## src/rf_mod_timing_params.svh

```systemverilog
`ifndef RF_MOD_TIMING_PARAMS_SVH
`define RF_MOD_TIMING_PARAMS_SVH
// register addresses on the internal register port
`define ADDR_DRIVER_OFF_N 6'h23
`define ADDR_MOD_WIDTH 6'h24
`define ADDR_TX_BIT_PHASE 6'h25
// reset values
`define RST_DRIVER_OFF_N 8'h88
`define RST_MOD_WIDTH 8'h26
`define RST_TX_BIT_PHASE 8'h87
// field positions
`define UNMOD_HI 7
`define UNMOD_LO 4
`define MODC_HI 3
`define MODC_LO 0
`define DEMOD_SRC_BIT 7
`define PHASE_HI 6
`define PHASE_LO 0
`define CODE_MSB 3
// subcarrier and miller timing in carrier cycles
`define SUB_PERIOD_LAST 4'hf
`define SUB_MOD_MASK 3'h7
`define SUB_LOW_ADD 4'h1
`define SUB_WIDTH_HI 2
`define SUB_WIDTH_LO 0
`define MILLER_ADD 9'h001
`endif

```

## src/rf_mod_timing_pkg.sv

```systemverilog
package rf_mod_timing_pkg;
  // pair of conductance codes for one driver state
  typedef struct packed {
    logic [3:0] unmod;
    logic [3:0] modul;
  } cond_pair_s;
  // transmit start delay sequencer
  typedef enum logic [0:0] {TX_IDLE, TX_WAIT} tx_state_e;
endpackage

```

## src/rf_mod_timing.sv

```systemverilog
`timescale 1ns/100ps
`default_nettype none
`include "rf_mod_timing_params.svh"
module rf_mod_timing (
  // clock, reset, enable
  input wire logic core_clk,
  input wire logic resetn,
  input wire logic clk_en,
  // internal register port
  input wire logic [5:0] reg_addr,
  input wire logic reg_wr,
  input wire logic reg_rd,
  input wire logic [7:0] reg_wdata,
  output logic [7:0] reg_rdata,
  // driver state and on-state codes
  input wire logic driver_on,
  input wire logic soft_power_down,
  input wire logic [3:0] on_unmodulated_n_conductance,
  input wire logic [3:0] on_modulated_n_conductance,
  input wire logic modulate,
  input wire logic load_modulation_a,
  // carrier timing and mode strobes
  input wire logic fc_tick,
  input wire logic miller_start,
  input wire logic subcarrier_en,
  input wire logic tx_request,
  // outputs to driver and framing
  output logic [3:0] n_conductance,
  output logic [14:0] n_segment_en,
  output logic miller_pulse,
  output logic subcarrier,
  output logic tx_go,
  output logic demod_clock_from_field
);

  // ==========================================================
  // registers
  // ==========================================================
  logic [7:0] driver_off_n_conductance_r; // off-state codes
  logic [7:0] modulation_width_r; // pulse_width_value
  logic [7:0] transmit_bit_phase_r; // source bit and delay

  // address decode, shared by write and read paths
  function automatic logic hit(input logic [5:0] a, input logic [5:0] r);
    hit = (a == r);
  endfunction

  wire logic wr_off = reg_wr & hit(reg_addr, `ADDR_DRIVER_OFF_N);
  wire logic wr_wid = reg_wr & hit(reg_addr, `ADDR_MOD_WIDTH);
  wire logic wr_pha = reg_wr & hit(reg_addr, `ADDR_TX_BIT_PHASE);

  // read mux; unmapped addresses read zero
  wire logic [7:0] rd_mux =
    hit(reg_addr, `ADDR_DRIVER_OFF_N) ? driver_off_n_conductance_r :
    hit(reg_addr, `ADDR_MOD_WIDTH) ? modulation_width_r :
    hit(reg_addr, `ADDR_TX_BIT_PHASE) ? transmit_bit_phase_r : 8'h00;

  // register writes and registered read data
  always_ff @(posedge core_clk) begin
    if (!resetn) begin
      driver_off_n_conductance_r <= `RST_DRIVER_OFF_N;
      modulation_width_r <= `RST_MOD_WIDTH;
      transmit_bit_phase_r <= `RST_TX_BIT_PHASE;
      reg_rdata <= 8'h00;
    end else if (clk_en) begin
      if (wr_off) begin
        driver_off_n_conductance_r <= reg_wdata;
      end
      if (wr_wid) begin
        modulation_width_r <= reg_wdata;
      end
      if (wr_pha) begin
        transmit_bit_phase_r <= reg_wdata;
      end
      if (reg_rd) begin
        reg_rdata <= rd_mux;
      end
    end
  end

  // ==========================================================
  // conductance selection
  // ==========================================================
  rf_mod_timing_pkg::cond_pair_s off_pair; // driver-off codes
  rf_mod_timing_pkg::cond_pair_s on_pair; // driver-on codes
  rf_mod_timing_pkg::cond_pair_s use_pair; // chosen pair

  // one assignment per pair, unmodulated code in the upper half
  assign off_pair = {
    driver_off_n_conductance_r[`UNMOD_HI:`UNMOD_LO],
    driver_off_n_conductance_r[`MODC_HI:`MODC_LO]};
  assign on_pair = {on_unmodulated_n_conductance, on_modulated_n_conductance};

  // load modulation drives the off-state codes even with the
  // driver on, so the answer to a reader keeps its own index
  wire logic use_off = ~driver_on | load_modulation_a;
  assign use_pair = use_off ? off_pair : on_pair;
  wire logic in_mod = modulate | load_modulation_a;
  wire logic [3:0] raw_code = in_mod ? use_pair.modul : use_pair.unmod;

  // power-down override on the top bit of whichever code is used
  wire logic [3:0] forced_code = {raw_code[`CODE_MSB] | soft_power_down,
                                  raw_code[`CODE_MSB-1:0]};

  // registered code so the driver never sees mux glitches
  always_ff @(posedge core_clk) begin
    if (!resetn) begin
      n_conductance <= 4'h0;
    end else if (clk_en) begin
      n_conductance <= forced_code;
    end
  end

  // bit i enables 2**i unit segments: binary weighting
  genvar gi;
  generate
    for (gi = 0; gi < 4; gi++) begin : g_seg
      assign n_segment_en[(2**gi)*2-2:(2**gi)-1] =
        {(2**gi){n_conductance[gi]}};
    end
  endgenerate

  // ==========================================================
  // miller pulse, initiator side
  // ==========================================================
  logic [8:0] miller_cnt_r; // carrier cycles left in pulse

  // width sampled only at pulse start; a mid-pulse write
  // waits for the next pulse and cannot truncate this one
  always_ff @(posedge core_clk) begin
    if (!resetn) begin
      miller_cnt_r <= 9'h000;
    end else if (clk_en) begin
      if (miller_start) begin
        miller_cnt_r <= {1'b0, modulation_width_r} + `MILLER_ADD;
      end else if (fc_tick && miller_cnt_r != 9'h000) begin
        miller_cnt_r <= miller_cnt_r - `MILLER_ADD;
      end
    end
  end
  // host keeps the width under half a bit; no clamp here
  assign miller_pulse = (miller_cnt_r != 9'h000);

  // ==========================================================
  // subcarrier duty cycle, target and card side
  // ==========================================================
  logic [3:0] sub_cnt_r; // position within 16-cycle period
  logic [3:0] sub_low_r; // low-phase length this period
  logic subcarrier_r;
  wire logic [3:0] low_len = {1'b0,
    modulation_width_r[`SUB_WIDTH_HI:`SUB_WIDTH_LO] & `SUB_MOD_MASK}
    + `SUB_LOW_ADD;

  // period counter; low length reloaded at each period start
  always_ff @(posedge core_clk) begin
    if (!resetn) begin
      sub_cnt_r <= 4'h0;
      // shortest legal low phase until the first reload
      sub_low_r <= `SUB_LOW_ADD;
    end else if (clk_en) begin
      if (!subcarrier_en) begin
        sub_cnt_r <= 4'h0;
        sub_low_r <= low_len;
      end else if (fc_tick) begin
        sub_cnt_r <= sub_cnt_r + 4'h1;
        if (sub_cnt_r == `SUB_PERIOD_LAST) begin
          sub_low_r <= low_len;
        end
      end
    end
  end

  // low for the first sub_low_r cycles, high the remainder
  always_ff @(posedge core_clk) begin
    if (!resetn) begin
      subcarrier_r <= 1'b0;
    end else if (clk_en) begin
      subcarrier_r <= subcarrier_en & (sub_cnt_r >= sub_low_r);
    end
  end
  assign subcarrier = subcarrier_r;

  // ==========================================================
  // transmit start delay
  // ==========================================================
  rf_mod_timing_pkg::tx_state_e tx_state_r;
  logic [6:0] tx_cnt_r; // carrier cycles still to wait
  logic tx_go_r;

  // host sets the delay for bit alignment
  always_ff @(posedge core_clk) begin
    if (!resetn) begin
      tx_state_r <= rf_mod_timing_pkg::TX_IDLE;
      tx_cnt_r <= 7'h00;
      tx_go_r <= 1'b0;
    end else if (clk_en) begin
      tx_go_r <= 1'b0;
      case (tx_state_r)
        rf_mod_timing_pkg::TX_IDLE: begin
          if (tx_request) begin
            // delay captured once per frame
            tx_cnt_r <= transmit_bit_phase_r[`PHASE_HI:`PHASE_LO];
            tx_state_r <= rf_mod_timing_pkg::TX_WAIT;
          end
        end
        rf_mod_timing_pkg::TX_WAIT: begin
          if (tx_cnt_r == 7'h00) begin
            tx_go_r <= 1'b1;
            tx_state_r <= rf_mod_timing_pkg::TX_IDLE;
          end else if (fc_tick) begin
            tx_cnt_r <= tx_cnt_r - 7'h01;
          end
        end
        default: begin
          tx_state_r <= rf_mod_timing_pkg::TX_IDLE;
        end
      endcase
    end
  end
  assign tx_go = tx_go_r;

  // demodulator clock source select
  assign demod_clock_from_field =
    transmit_bit_phase_r[`DEMOD_SRC_BIT];

endmodule
`default_nettype wire

```

## config.mk

```make
export PLATFORM = sky130hd
export DESIGN_NAME = rf_mod_timing
export DESIGN_NICKNAME = d
export VERILOG_FILES = /design/src/rf_mod_timing_pkg.sv /design/src/rf_mod_timing.sv
export VERILOG_INCLUDE_DIRS = /design/src
export SDC_FILE = /design/constraint.sdc
export NUM_CORES = 1
export LEC_CHECK = 0
export ABC_AREA = 0
export BUFFER_PORTS_ARGS = -buffer_cell sky130_fd_sc_hd__buf_2
export CORE_MARGIN = 4
export CORE_UTILIZATION = 35
export CTS_CLUSTER_SIZE = 25
export DETAILED_ROUTE_END_ITERATION = 8
export GPL_ROUTABILITY_DRIVEN = 0
export GPL_TIMING_DRIVEN = 0
export PLACE_DENSITY = 0.64
export SLEW_MARGIN = 10
export SYNTH_ARGS = -nofsm -noshare
export SYNTH_HDL_FRONTEND = slang
export SYNTH_SLANG_ARGS = --single-unit
```

## constraint.sdc

```tcl
create_clock -name core_clk -period 3.5 [get_ports core_clk]
set_input_delay 0.175 -clock core_clk [delete_from_list [all_inputs] [get_ports core_clk]]
set_output_delay 0.175 -clock core_clk [all_outputs]
set_load 0.01 [all_outputs]
```

==> flow_summary.ini <==
[outcome]
status = complete, no violations

[critical_path]
cp.required_ps = 3730
crit_buf_inv = 1
rrSetupSlack_ps = 1470
worstSetupPathType = register to register
critPathArrivalTime_ps = 2260
timing.rr.start = miller_cnt_r[0]
path_cells = inv_1 > ha_1 > nor4b_4 > nand2_1 > o21ai_2 > a21oi_1 > o221a_1
cpPeakStageDelay_ps = 390
path_max_fanout = 9
cp_top_family = compound AO/OA/AOI/OAI gates
end_kind = register
cp-startpoint = miller_cnt_r[0]
cp-start-kind = register
cp_slowest_cell = o21ai_2

[sta]
slew_violations = 0
min_period_ps = 2030
timing.final.crit_share = 0.579
setup_viol = 0
max_freq_mhz = 493
fin_skew_ps = 10.5
hold_violations = 0
max-slew-margin-rel = 0.530
grt_setup_unrepaired = no
tightest_slew_ps = 705
tns_ps = 0
finalWorstSetupSlack_ps = 1470

[yosys]
synth_edf_count = 0
ys_types = 53
synth_top_family_by_area = simple AND/OR/NAND/NOR gates
seq_area_frac_synth = 0.373
synth_ff_type = dfxtp_1
netlist_top_cells_count = dfxtp_1, nor2_1, nand2_1
synth_compound_area_frac = 0.185
syn-num-nets = 454
ys_warn_count = 0
synthSimpleGateAreaFrac = 0.220
synth_mux_area_frac = 0.0951
netlist.area_leader.share = 0.373
synth_top_area_cell = dfxtp_1
synth_xor_area_frac = 0.0130
syn_inst = 410
synthAdderAreaFrac = 0.0333
ys_ff_latch = 63
avgSynthCellArea_um2 = 8.25
yosysMostFrequentCell = dfxtp_1
syn_area_um2 = 3380
async_flop_share = 0
yosys-top-cells-area = dfxtp_1, mux2i_1, a21oi_1

[pwr]
p_sw_frac = 0.280
power.share.clock = 0.402
leakage_nw = 1.71
combPwrFrac = 0.160
switchingPower_uw = 489
seq_power_share = 0.438
p_int_mw = 1.26
p_per_area_nw_per_um2 = 431
vdd_drop_max_mv = 0.235

[worst_hold_path]
hold_path_class = input pin to register
hp-start = reg_wdata[7]

[global_route]
grt-ovfl-total = 0
grt_max_degree = 12
grt_first_pass_wirelength_um = 15200
grt_pass1_vias = 3070
grtUsageTotal = 0.167
grt_antenna_before_repair = 0

[clock_network]
postCtsSetupBuffers = 0
cts_sinks = 63
cts_tree = done
htree_levels = 3
postCtsHoldBufs = 0
clk_latency_ps = 350
numCtsBuffers = 9
clk_pin_slew_worst_paths_ps = 80
clockRootBuffer = clkbuf_8
cts_buffer_depth = 2
cts-resized-gates = 0

[floorplan]
die_x_um = 106
start_util = 0.362
ioPinCount = 66
fp.dieH_um = 106
core-area_um2 = 9330
rows = 35
die_area_um2 = 11300

[drt]
wire_per_inst_um = 15.3
routed_wl_um = 9410
firstDrtPassIters = 5
first_iter_violations = 147
drc = 0
vias = 3263
antenna_left = 0
vias_per_cell = 5.31

[placement]
hpwl_um = 7030
dp.cells = 599
dp_slack_ps = 1530
portBuffers = 60

[layout]
nets = 525
n_fill_cell = 949
stdcell_count = 615
diodes = 0
utilization = 0.435
drive_gt1_frac = 0.214
syn_to_final_growth_pct = 19.9

[run]
drv_cap = 0
==> path summary, 6_finish.rpt <==
check,end,depth (start not counted)
worst max-delay path,miller_cnt_r[0],7
worst min-delay path,transmit_bit_phase_r[7],3
worst max register to register,miller_cnt_r[0],7
worst min register to register,tx_go,2
==> cell usage in the layout, fill, tap and decap left out, types with 4 or more instances in the layout <==
cell,netlist,layout
nand2_1,40,40
buf_2,6,66
nor3_1,13,13
nor2b_1,4,4
o21ai_1,4,4
o21ai_0,17,17
and3_1,4,4
a22oi_1,4,4
ha_1,9,9
inv_1,14,14
dfxtp_1,63,63
nand2b_1,8,8
mux2i_1,31,31
nand3_1,7,7
nand4_1,5,5
nor2_1,46,46
buf_4,15,15
clkbuf_8,0,9
o211ai_1,4,4
clkbuf_1,17,18
a21oi_1,39,39
a221oi_1,9,9
==> cells by family (layout without fill, tap and decap cells) <==
group                    after synthesis  count (layout)
AO/OA/AOI/OAI                         99              99
XOR/XNOR                               5               5
adder cells (fa/ha/maj)                9               9
buffers and inverters                 56             132
flip-flops                            63              63
multiplexers                          32              32
AND/OR/NAND/NOR                      146             146
==> worst register-to-register path, stage by stage (launching register included) <==
cell     delay [ps]
dfxtp_1         350
inv_1            70
ha_1            220
nor4b_4         360
nand2_1         200
o21ai_2         390
a21oi_1          80
o221a_1         250
==> per-stage QoR <==
stage / total power [mW] / cell area, um2 / hold slack [ps]
finish: 1.75 / 4060 / 81.1
global route: 1.82 / 4060 / 84.2
CTS: 1.75 / 4060 / 71.9
global placement: 1.05 / 3840 / 430
floorplan: 0.965 / 3380 / 300
detailed placement: 1.06 / 3840 / 436
==> layer usage <==
layer	routed length, um	share of wire	track usage	up-vias
met2	4600	0.49	0.276	92
met5	0	0	0	-
li1	-	-	-	1589
met1	4250	0.45	0.216	1568
met4	159	0.017	0.0527	0
met3	402	0.043	0.0389	14
==> layout make-up <==
class / instances / area [um2] / area share
buffer: 40 / 214 / 0.0528
clock buffer: 10 / 128 / 0.0315
clock inverter: 6 / 85.1 / 0.0210
inverter: 16 / 60.1 / 0.0148
multi-input combinational: 291 / 1850 / 0.455
sequential: 63 / 1260 / 0.311
tap: 129 / 161 / 0.0398
timing repair buffer: 60 / 300 / 0.0741
==> sequential cells by signal (all words and copies together) (netlist names) <==
signal,cells
tx_cnt_r,7
tx_go,1
reg_rdata,8
tx_state_r,1
transmit_bit_phase_r,8
modulation_width_r,8
n_conductance,4
sub_cnt_r,4
sub_low_r,4
driver_off_n_conductance_r,8
subcarrier,1
miller_cnt_r,9
==> power by group through the flow <==
| stage | logic [mW] | registers, mW | clock network [mW] |
|---|---|---|---|
| floorplan | 0.184 | 0.780 | 0 |
| global placement | 0.272 | 0.780 | 0 |
| CTS | 0.279 | 0.765 | 0.709 |
| finish | 0.280 | 0.765 | 0.702 |
| global route | 0.312 | 0.768 | 0.743 |
| detailed placement | 0.278 | 0.781 | 0 |
No activity file was read; power rests on OpenSTA's default activity.
